$ cat src/core/scr_pkg.sv
// Constants, field layout and types shared by the system clock control register block
package scr_pkg;

  // ---------------------------------------------------------------------------
  // Bus geometry
  // ---------------------------------------------------------------------------
  localparam int IDX_W = 6;
  localparam int ADDR_W = IDX_W + 2;
  localparam int BUS_W = 32;
  localparam int BE_W = BUS_W / 8;
  localparam int REG_W = 8;
  localparam logic [1:0] WORD_ALIGNED = 2'h0;

  // ---------------------------------------------------------------------------
  // Register indices; the byte address is four times the index
  // ---------------------------------------------------------------------------
  localparam logic [IDX_W-1:0] SYS_CLK_CTRL_IDX = 6'h1c;
  localparam logic [IDX_W-1:0] TBL_HIGH_PTR_IDX = 6'h1f;

  // ---------------------------------------------------------------------------
  // Clock control fields
  // ---------------------------------------------------------------------------
  localparam int BIT_SERIAL_CLK_EN = 3;
  localparam int BIT_MINUS_PULLUP = 4;
  localparam int BIT_RATE_SELECT = 6;
  localparam int BIT_LEGACY_MODE = 7;
  localparam logic [REG_W-1:0] CTRL_SPARE_MASK = 8'h27;
  localparam logic [REG_W-1:0] CTRL_RESET = 8'h00;

  // ---------------------------------------------------------------------------
  // Table read pointer fields
  // ---------------------------------------------------------------------------
  localparam int PROG_W = 14;
  localparam int TBL_PTR_W = 3;
  localparam int TBL_PROG_LSB = 8;
  localparam logic [TBL_PTR_W-1:0] TBL_PTR_RESET = 3'h0;

  // ---------------------------------------------------------------------------
  // Types
  // ---------------------------------------------------------------------------
  typedef enum logic [0:0] {
    SCR_RATE_12MHZ = 1'b0,
    SCR_RATE_6MHZ = 1'b1
  } scr_rate_t;

  typedef enum logic [0:0] {
    SCR_BUS_IDLE = 1'b0,
    SCR_BUS_ANSWER = 1'b1
  } scr_bus_state_t;

endpackage

$ cat src/core/scr_reg_if.sv
// Decoded register access between the bus slave and the register core
`timescale 1ns/1ns
interface scr_reg_if;
  logic [scr_pkg::IDX_W-1:0] index;
  logic hit;
  logic wr_pulse;
  logic [scr_pkg::REG_W-1:0] wdata;
  logic [scr_pkg::REG_W-1:0] rdata;

  modport bus_end (
    output index,
    output hit,
    output wr_pulse,
    output wdata,
    input rdata
  );

  modport reg_end (
    input index,
    input hit,
    input wr_pulse,
    input wdata,
    output rdata
  );
endinterface

$ cat src/core/scr_avalon_slave.sv
// Avalon-MM slave front end with one wait state for every access while clk_en stays high
`timescale 1ns/1ns
module scr_avalon_slave (
  input wire logic sys_clk,
  input wire logic sys_rst,
  input wire logic clk_en,
  input wire logic [scr_pkg::ADDR_W-1:0] avs_address,
  input wire logic avs_read,
  input wire logic avs_write,
  input wire logic [scr_pkg::BUS_W-1:0] avs_writedata,
  input wire logic [scr_pkg::BE_W-1:0] avs_byteenable,
  output logic [scr_pkg::BUS_W-1:0] avs_readdata,
  output logic avs_waitrequest,
  scr_reg_if.bus_end regs
);

  // ---------------------------------------------------------------------------
  // Decode
  // ---------------------------------------------------------------------------
  logic request;
  logic answering;
  scr_pkg::scr_bus_state_t state_q;
  scr_pkg::scr_bus_state_t state_d;
  logic [scr_pkg::BUS_W-1:0] readdata_q;
  logic [scr_pkg::BUS_W-1:0] readdata_d;

  assign request = avs_read | avs_write;
  assign answering = (state_q == scr_pkg::SCR_BUS_ANSWER) && clk_en;
  assign regs.index = avs_address[scr_pkg::ADDR_W-1:2];
  // Misaligned byte addresses map to nothing
  assign regs.hit = (avs_address[1:0] == scr_pkg::WORD_ALIGNED);
  assign regs.wdata = avs_writedata[scr_pkg::REG_W-1:0];
  // Only lane 0 carries register bits; a write without it is accepted and dropped
  assign regs.wr_pulse = answering && avs_write && avs_byteenable[0];
  // Held high while frozen so the master never completes an uncommitted access
  assign avs_waitrequest = ~answering;
  assign avs_readdata = readdata_q;

  // ---------------------------------------------------------------------------
  // Access sequencer
  // ---------------------------------------------------------------------------
  always_comb begin
    state_d = state_q;
    readdata_d = readdata_q;
    case (state_q)
      scr_pkg::SCR_BUS_IDLE: begin
        if (request) begin
          state_d = scr_pkg::SCR_BUS_ANSWER;
          if (avs_read) begin
            readdata_d = {{(scr_pkg::BUS_W - scr_pkg::REG_W){1'b0}}, regs.rdata};
          end
        end
      end
      scr_pkg::SCR_BUS_ANSWER: begin
        state_d = scr_pkg::SCR_BUS_IDLE;
      end
      default: begin
        state_d = scr_pkg::SCR_BUS_IDLE;
      end
    endcase
  end

  always_ff @(posedge sys_clk) begin
    if (sys_rst) begin
      state_q <= scr_pkg::SCR_BUS_IDLE;
      readdata_q <= '0;
    end else if (clk_en) begin
      state_q <= state_d;
      readdata_q <= readdata_d;
    end
  end

endmodule // scr_avalon_slave

$ cat src/core/scr_system_clock_ctrl.sv
// System clock control and table read high pointer registers behind an Avalon-MM slave
//
// Functional notes
// (RULE1) Clock control byte at index 0x1c, read/write
// (RULE2) Bit 3 runs engine clock, resets off
// (RULE3) Bit 4 connects minus line pull-up, resets off
// (RULE4) Bit 6 picks 12 MHz or 6 MHz
// (RULE5) Bit 7 firmware legacy mouse flag, reset clears
// (RULE6) Index 0x1f returns last table read bits 10:8
// (RULE7) Spare bits store and read back only
//
// Chosen here: the Avalon-MM interface to the registers.
`timescale 1ns/1ns
module scr_system_clock_ctrl #(
  parameter bit TBL_PTR_ENABLE = 1'b1
) (
  input wire logic sys_clk,
  input wire logic sys_rst,
  input wire logic clk_en,
  input wire logic [scr_pkg::ADDR_W-1:0] avs_address,
  input wire logic avs_read,
  input wire logic avs_write,
  input wire logic [scr_pkg::BUS_W-1:0] avs_writedata,
  input wire logic [scr_pkg::BE_W-1:0] avs_byteenable,
  output logic [scr_pkg::BUS_W-1:0] avs_readdata,
  output logic avs_waitrequest,
  input wire logic table_read_valid,
  input wire logic [scr_pkg::PROG_W-1:0] table_read_word,
  output logic serial_bus_clock_enable,
  output logic minus_line_pullup_enable,
  output logic system_clock_rate_select,
  output logic legacy_mouse_mode_flag
);

  // ---------------------------------------------------------------------------
  // Helper functions
  // ---------------------------------------------------------------------------

  // True when the decoded access addresses the given register
  function automatic logic reg_selected(
    input logic hit,
    input logic [scr_pkg::IDX_W-1:0] index,
    input logic [scr_pkg::IDX_W-1:0] target
  );
    reg_selected = hit && (index == target);
  endfunction

  // Upper program-word bits that a table read leaves behind
  function automatic logic [scr_pkg::TBL_PTR_W-1:0] high_bits(
    input logic [scr_pkg::PROG_W-1:0] word
  );
    high_bits = word[scr_pkg::TBL_PROG_LSB +: scr_pkg::TBL_PTR_W];
  endfunction

  // Pointer zero-extended to the register width
  function automatic logic [scr_pkg::REG_W-1:0] widen_ptr(
    input logic [scr_pkg::TBL_PTR_W-1:0] ptr
  );
    widen_ptr = {{(scr_pkg::REG_W - scr_pkg::TBL_PTR_W){1'b0}}, ptr};
  endfunction

  // ---------------------------------------------------------------------------
  // Bus front end
  // ---------------------------------------------------------------------------
  scr_reg_if regs ();

  scr_avalon_slave u_slave (
    .sys_clk(sys_clk),
    .sys_rst(sys_rst),
    .clk_en(clk_en),
    .avs_address(avs_address),
    .avs_read(avs_read),
    .avs_write(avs_write),
    .avs_writedata(avs_writedata),
    .avs_byteenable(avs_byteenable),
    .avs_readdata(avs_readdata),
    .avs_waitrequest(avs_waitrequest),
    .regs(regs.bus_end)
  );

  logic ctrl_sel;
  logic ptr_sel;

  assign ctrl_sel = reg_selected(regs.hit, regs.index, scr_pkg::SYS_CLK_CTRL_IDX); // see (RULE1)
  assign ptr_sel = reg_selected(regs.hit, regs.index, scr_pkg::TBL_HIGH_PTR_IDX); // see (RULE6)

  // ---------------------------------------------------------------------------
  // Clock control register
  // ---------------------------------------------------------------------------
  logic [scr_pkg::REG_W-1:0] ctrl_q;
  logic [scr_pkg::REG_W-1:0] ctrl_d;

  // Every bit is plainly writable, spare bits included, so firmware sees its own value back
  always_comb begin
    ctrl_d = ctrl_q;
    if (regs.wr_pulse && ctrl_sel) begin
      ctrl_d = regs.wdata; // see (RULE1) see (RULE7)
    end
  end

  always_ff @(posedge sys_clk) begin
    if (sys_rst) begin
      ctrl_q <= scr_pkg::CTRL_RESET; // see (RULE2) see (RULE3) see (RULE4) see (RULE5) see (RULE7)
    end else if (clk_en) begin
      ctrl_q <= ctrl_d;
    end
  end

  // ---------------------------------------------------------------------------
  // Table read high pointer
  // ---------------------------------------------------------------------------
  logic [scr_pkg::TBL_PTR_W-1:0] tbl_ptr_q;
  logic [scr_pkg::TBL_PTR_W-1:0] tbl_ptr_d;

  // Bus writes to the pointer are ignored; only a table read moves it
  always_comb begin
    tbl_ptr_d = tbl_ptr_q;
    if (TBL_PTR_ENABLE && table_read_valid) begin
      tbl_ptr_d = high_bits(table_read_word); // see (RULE6)
    end
  end

  always_ff @(posedge sys_clk) begin
    if (sys_rst) begin
      tbl_ptr_q <= scr_pkg::TBL_PTR_RESET;
    end else if (clk_en) begin
      tbl_ptr_q <= tbl_ptr_d;
    end
  end

  // ---------------------------------------------------------------------------
  // Read multiplexer
  // ---------------------------------------------------------------------------
  always_comb begin
    regs.rdata = '0;
    if (ctrl_sel) begin
      regs.rdata = ctrl_q; // see (RULE1) see (RULE7)
    end else if (ptr_sel) begin
      regs.rdata = widen_ptr(tbl_ptr_q); // see (RULE6)
    end
  end

  // ---------------------------------------------------------------------------
  // Control outputs
  // ---------------------------------------------------------------------------
  // Straight from the register so a write takes effect at the commit edge
  assign serial_bus_clock_enable = ctrl_q[scr_pkg::BIT_SERIAL_CLK_EN]; // see (RULE2)
  assign minus_line_pullup_enable = ctrl_q[scr_pkg::BIT_MINUS_PULLUP]; // see (RULE3)
  // Only meaningful with an external oscillator; the clock tree decides whether to obey
  assign system_clock_rate_select = ctrl_q[scr_pkg::BIT_RATE_SELECT]; // see (RULE4)
  assign legacy_mouse_mode_flag = ctrl_q[scr_pkg::BIT_LEGACY_MODE]; // see (RULE5)

endmodule // scr_system_clock_ctrl

$ cat config.mk
export PLATFORM = sky130hd
export DESIGN_NAME = scr_system_clock_ctrl
export DESIGN_NICKNAME = d
export VERILOG_FILES = /design/src/core/scr_pkg.sv /design/src/core/scr_reg_if.sv /design/src/core/scr_avalon_slave.sv /design/src/core/scr_system_clock_ctrl.sv
export SDC_FILE = /design/constraint.sdc
export NUM_CORES = 1
export LEC_CHECK = 0
export ABC_CLOCK_PERIOD_IN_PS = 1400
export BUFFER_PORTS_ARGS = -buffer_cell sky130_fd_sc_hd__buf_2
export CORE_ASPECT_RATIO = 0.75
export CORE_MARGIN = 2
export CORE_UTILIZATION = 33
export DETAILED_ROUTE_END_ITERATION = 10
export GPL_TIMING_DRIVEN = 1
export PLACE_DENSITY = 0.78
export SLEW_MARGIN = 30
export SYNTH_ARGS = -nofsm -noshare
export SYNTH_HDL_FRONTEND = slang
export SYNTH_SLANG_ARGS = --single-unit
$ cat constraint.sdc
create_clock -name sys_clk -period 1.4 [get_ports sys_clk]
set_clock_uncertainty 0.1 [all_clocks]
set_input_delay 0.07 -clock sys_clk [delete_from_list [all_inputs] [get_ports sys_clk]]
set_output_delay 0.07 -clock sys_clk [all_outputs]
set_load 0.02 [all_outputs]
== Word level (Yosys, flattened, before mapping) ==
Index checks and enable logic that the tools add are counted.
W data, S select, Z words.
Cells by class
  reductions and logical operators: 10
  bitwise operators: 3
  $mul: 0
  $lt $le $gt $ge: 0
  add/subtract/negate cells: 0
  shift operators: 0
  multiplexer cells: 4
  equal/unequal tests: 2
  divide/modulo/power cells: 0
Operators by type and width (number)
  $eq A6 B5 Y1 const B: 2
  $mux W8: 1
  $logic_and A1 B1 Y1: 6
  $reduce_and A2 Y1: 2
  $reduce_and A4 Y1: 1
  $mux W3: 1
  $logic_not A2 Y1: 1
  $not A1 Y1: 2
  $pmux W1 S2: 1
  $mux W1: 1
  $or A1 B1 Y1: 1
Storage, ports and cells
  output and inout bits: 37
  ROM bits: 0
  bits of input ports: 64
  bits in writable memories: 0
  register bits after elaboration: 20
  word-level logic and storage cells: 23
  latch bits: 0
  memories: 0

== Depth between registers and ports, before layout ==
  word-level depth: 5
  depth in mapped cells: 5
  mapped depth without buffers: 3

== Hierarchy ==
A second synthesis with hierarchy kept.
Second synthesis, totals
  cell total of the unflattened synthesis: 151
  area total of the unflattened synthesis: 1212.4 um2
Modules (own cells, without submodules)
  scr_avalon_slave: times used 1, area each 631.9 um2, cells an instance 83, seq. area each 180.2 um2
  scr_system_clock_ctrl: times used 1, area each 580.6 um2, cells an instance 68, seq. area each 220.2 um2

== Worst setup path before layout ==
No wires, ideal clock.
  kind: reg-to-reg
  start point: register u_slave.state_q
  end point: register u_slave.readdata_q, in the netlist u_slave.avs_readdata[0]
  clock period less this slack: 1.330 ns
  library setup time: 0.063 ns
  data arrival time: 1.167 ns
  cell stages (with the launch flop): 4
  path slack: 0.070 ns
  path buffers: 0
  required time: 1.237 ns
  cells stage by stage: dfxtp_1 -> nor4bb_1 -> nand4_1 -> nand3_1
Between the ends
  longest elaborated chain between the ends: 2
Ends and longest elaborated chain
  start: declaration: RTL line scr_avalon_slave.sv:22  | scr_pkg::scr_bus_state_t state_q;
  start signal: assignment: RTL line scr_avalon_slave.sv:65  | state_q <= scr_pkg::SCR_BUS_IDLE;
  start signal: assignment: RTL line scr_avalon_slave.sv:68  | state_q <= state_d;
  $not A1 Y1
  $reduce_and A4 Y1 (no line)
  end signal: assignment: RTL line scr_avalon_slave.sv:69  | readdata_q <= readdata_d;
  end: declaration: RTL line scr_avalon_slave.sv:24  | logic [scr_pkg::BUS_W-1:0] readdata_q;
Every way passes these cells.
A chain may end at the register's enable or synchronous reset.

== Worst setup path after layout ==
  start point: register u_slave.state_q
  end point: register ctrl_q[0] (netlist bit)
Between the ends
  longest elaborated chain between the ends: 5
Ends and longest elaborated chain
  $logic_and A1 B1 Y1: RTL line scr_avalon_slave.sv:28  | assign answering = (state_q == scr_pkg::SCR_BUS_ANSWER) && clk_en;
  $logic_and A1 B1 Y1 (2 in series): RTL line scr_avalon_slave.sv:34  | assign regs.wr_pulse = answering && avs_write && avs_byteenable[0];
  $logic_and A1 B1 Y1: RTL line scr_system_clock_ctrl.sv:96  | if (regs.wr_pulse && ctrl_sel) begin
  $reduce_and A2 Y1 (no line)
  end signal: assignment: RTL line scr_system_clock_ctrl.sv:103  | ctrl_q <= scr_pkg::CTRL_RESET;
  end signal: assignment: RTL line scr_system_clock_ctrl.sv:105  | ctrl_q <= ctrl_d;
  end: declaration: RTL line scr_system_clock_ctrl.sv:90  | logic [scr_pkg::REG_W-1:0] ctrl_q;
Every way passes these cells.

==> impl_table.tex <==
\begin{tabular}{lr}
\hline
Metric & Value \\
\hline
\multicolumn{2}{l}{\textbf{Clocking}} \\
Maximum count of clock buffers along a single path & 2 \\
Setup Buffers After CTS & 0 \\
Total clock sinks & 20 \\
Library cell used as clock root buffer & sky130\_fd\_sc\_hd\_\_clkbuf\_8 \\
Total CTS buffers & 3 \\
Number of H-tree levels & 1 \\
Clock latency at the later pin of the worst-skew pair & around 250 ps \\
Clock-pin slew reported for the worst setup and hold paths after clock tree synthesis & 70 ps \\
TritonCTS clock tree & done \\
\multicolumn{2}{l}{\textbf{Floorplan}} \\
Die Width & 70.55 µm \\
I/O pin count & 101 \\
Row Count & 18 \\
Core outline area & 3243 µm² \\
Initial standard-cell utilization of the core & 0.3380 \\
Die Y & around 54 µm \\
Die Footprint & 3803 µm² \\
\multicolumn{2}{l}{\textbf{Timing}} \\
Hold slack final & 9.060 ps \\
Period utilization & 0.8758 \\
Crit path time final & $\sim$1200 ps \\
Final TNS setup & 0 ps \\
Number of pins exceeding their max-slew limit in the final report & 0 \\
Number of failing hold endpoints at the final stage & 0 \\
Unrepaired setup endpoints after global routing & no \\
Highest achievable clock rate & 0.8156 GHz \\
Total setup violations reported at the end of the flow & 0 \\
\multicolumn{2}{l}{\textbf{Global route}} \\
GR Util All Layers & 0.1319 \\
GRT Residual Overflow & 0 \\
Initial antenna violation count & 0 \\
Pin count of the biggest net entering global routing & 21 \\
Global routing's busiest layer & met2 \\
GR Layer Usage met3 & 0.02247 \\
M1 GR Usage & 0.1892 \\
Wire length of the first global-routing pass & around 4 mm \\
Met2 track demand over resource in global routing & 0.1965 \\
Number of global-route vias before repair & approximately 830 \\
\multicolumn{2}{l}{\textbf{Worst setup path}} \\
Required time worst endpoint & 1490 ps \\
Cell depth of the worst flop-to-flop path & 3 \\
CP Data Arrival Time & 1310 ps \\
FF-to-FF setup slack & 170 ps \\
FF-to-FF End & ctrl\_q[0]\$\_SDFFE\_PP0P\_ \\
Worst reg2reg path startpoint & u\_slave.state\_q\$\_SDFFE\_PP0P\_ \\
Startpoint class of the critical path & flip-flop \\
Crit Path Category & reg2reg \\
Nature of the critical path endpoint & flip-flop \\
Maximum fanout along the worst path & 8 \\
\multicolumn{2}{l}{\textbf{Logic synthesis}} \\
Dominant cells by area after synthesis & sky130\_fd\_sc\_hd\_\_dfxtp\_1 (37\%), sky130\_fd\_sc\_hd\_\_buf\_4 (16\%), sky130\_fd\_sc\_hd\_\_nand4\_1 (11\%), sky130\_fd\_sc\_hd\_\_a21oi\_1 (7.3\%), sky130\_fd\_sc\_hd\_\_o31ai\_1 (5.5\%) \\
Sequential fraction of the synthesis area & 0.3653 \\
Register bit count reported by yosys & 20 \\
Synth top area share & 0.3653 \\
Leading post-synthesis cells by instance count & sky130\_fd\_sc\_hd\_\_buf\_4 (24), sky130\_fd\_sc\_hd\_\_dfxtp\_1 (20), sky130\_fd\_sc\_hd\_\_nand4\_1 (20) \\
Post-synthesis cell type count & 23 \\
Gate count of the mapped netlist & $\sim$130 \\
Netlist Area Pre-Place & 1096 µm² \\
Dominant synthesized flop cell & sky130\_fd\_sc\_hd\_\_dfxtp\_1 \\
Cell taking the most area after synthesis & sky130\_fd\_sc\_hd\_\_dfxtp\_1 \\
Mapped Avg Cell Area & 8.563 µm² \\
Asr flop ratio synth & 0 \\
Syn. warnings & 0 \\
Number of enable flip-flop cells after synthesis & 0 \\
Most frequent cell after synthesis & sky130\_fd\_sc\_hd\_\_buf\_4 \\
\multicolumn{2}{l}{\textbf{Route}} \\
Vias after detailed routing & roughly 1.0k \\
Detailed router's first-iteration violation count & 28 \\
Vias per cell & between 4 and 5 \\
Number of detailed-routing iterations run before antenna repair & 4 \\
Number of DRC violations after detailed routing & 0 \\
Routed wire per std cell & between 10 and 15 µm \\
Post-route antenna net violation count & 0 \\
Post-detailed-routing wire length & 2.506 mm \\
\multicolumn{2}{l}{\textbf{Final layout}} \\
Antenna Diode Count & 0 \\
Layout cell share with drive strength beyond 1 & 0.2921 \\
Layout overhead on the synthesized area & 30.48\% \\
Core utilization of the finished layout & 0.4410 \\
Post-route non-filler standard cell count & 218 \\
Nets & 243 \\
\multicolumn{2}{l}{\textbf{Hold path}} \\
Min-delay worst type & in2reg \\
Hold-critical path endpoint & tbl\_ptr\_q[2]\$\_SDFFE\_PP0P\_ \\
Worst Hold Launch & table\_read\_valid \\
Cell depth of the worst min-delay path & 3 \\
\multicolumn{2}{l}{\textbf{Placement}} \\
Buffers on Ports & 38 \\
RePlAce Congestion & 0.7939 \\
Dpl hpwl & 1.764 mm \\
Cell count after placement & 203 \\
\multicolumn{2}{l}{\textbf{Power}} \\
Cell area power density & 940.2 nW/µm² \\
Worst-case vdd ir drop & 0.3564 mV \\
Cell leakage power & 0.6171 nW \\
\multicolumn{2}{l}{\textbf{Outcome}} \\
Status & complete, no violations \\
\multicolumn{2}{l}{\textbf{Job}} \\
Count of max-cap constraint violations & 0 \\
\hline
\end{tabular}
-- metrics by stage --
stage	total power [W]	worst slack [ps]	area (µm²)
4_1_cts	0.001350	117.7	1429
3_5_place_dp	0.0007601	34.11	1247
3_3_place_gp	0.0007595	30.78	1247
5_1_grt	0.001394	53.00	1430
2_1_floorplan	0.0007500	70.05	1182
6_report	0.001345	173.9	1430
-- flip-flops by register name, summed over array words and instances (netlist names) --
| signal | flops |
|---|---|
| ctrl_q | 8 |
| tbl_ptr_q | 3 |
| u_slave.avs_readdata | 8 |
| u_slave.state_q | 1 |
-- logic make-up after synthesis --
group / after synthesis / synth area share
simple gates: 49 / 0.2877
flops: 20 / 0.3653
buf+inv: 32 / 0.2009
other cells: 1 / 0.003421
mux: 1 / 0.01027
compound gates: 25 / 0.1324
-- layer usage --
metal | vias up | wire length (µm)
li1 | 527 | -
met1 | 447 | 1239
met2 | 45 | 1085
met3 | 2 | 153
met4 | 0 | 27
met5 | - | 0
-- worst max path at each step --
stage	cells after the start	to	slack, ps	from
finish	3	ctrl_q[0]$_SDFFE_PP0P_	170	u_slave.state_q$_SDFFE_PP0P_
global route	3	ctrl_q[3]$_SDFFE_PP0P_	50	u_slave.state_q$_SDFFE_PP0P_
CTS	3	ctrl_q[0]$_SDFFE_PP0P_	120	u_slave.state_q$_SDFFE_PP0P_
detailed placement	4	ctrl_q[2]$_SDFFE_PP0P_	30	avs_address[2]
global placement	4	ctrl_q[3]$_SDFFE_PP0P_	30	avs_address[2]
floorplan	3	u_slave.avs_readdata[0]$_SDFFE_PP0P_	70	u_slave.state_q$_SDFFE_PP0P_
-- worst max-delay path, cell delays in order (launching register included) --
cell and delay (ps):
sky130_fd_sc_hd__dfxtp_1 420, sky130_fd_sc_hd__and4_2 360, sky130_fd_sc_hd__nand4_1 120, sky130_fd_sc_hd__a21oi_1 150
-- power breakdown --
part	total (W)	switching (W)	internal (W)
Clock	0.000572	0.000191	0.000381
Sequential	0.000580	0.00000527	0.000574
Combinational	0.000193	0.000124	0.0000696
Total	0.00134	0.000319	0.00103
-- area by class of cell --
class / instances / area, µm²
Clock buffer: 3 / 41.29
Clock inverter: 1 / 30.03
Fill cell: 346 / 1813
Multi-Input combinational cell: 99 / 563.0
Sequential cell: 20 / 400.4
Tap cell: 40 / 50.05
Timing Repair Buffer: 55 / 345.3
-- repair_timing --
action / 4_1_cts / 5_1_grt
endpoints found under the setup margin: 0 / 1
endpoints found under the hold margin: 11 / 0
resized for setup: 0 / 1
hold buffers: 11 / 0
-- placed cells by master, fill, tap and decap left out, drive strengths merged, types with 2 or more instances in the layout --
cell type     n
a21oi        16
buf          44
clkbuf        3
conb         24
dfxtp        20
dlygate4sd3  11
nand2        10
nand3         6
nand3b        4
nand4        20
nor4bb        2
o31ai         8
No activity file was read; power rests on OpenSTA's default activity.
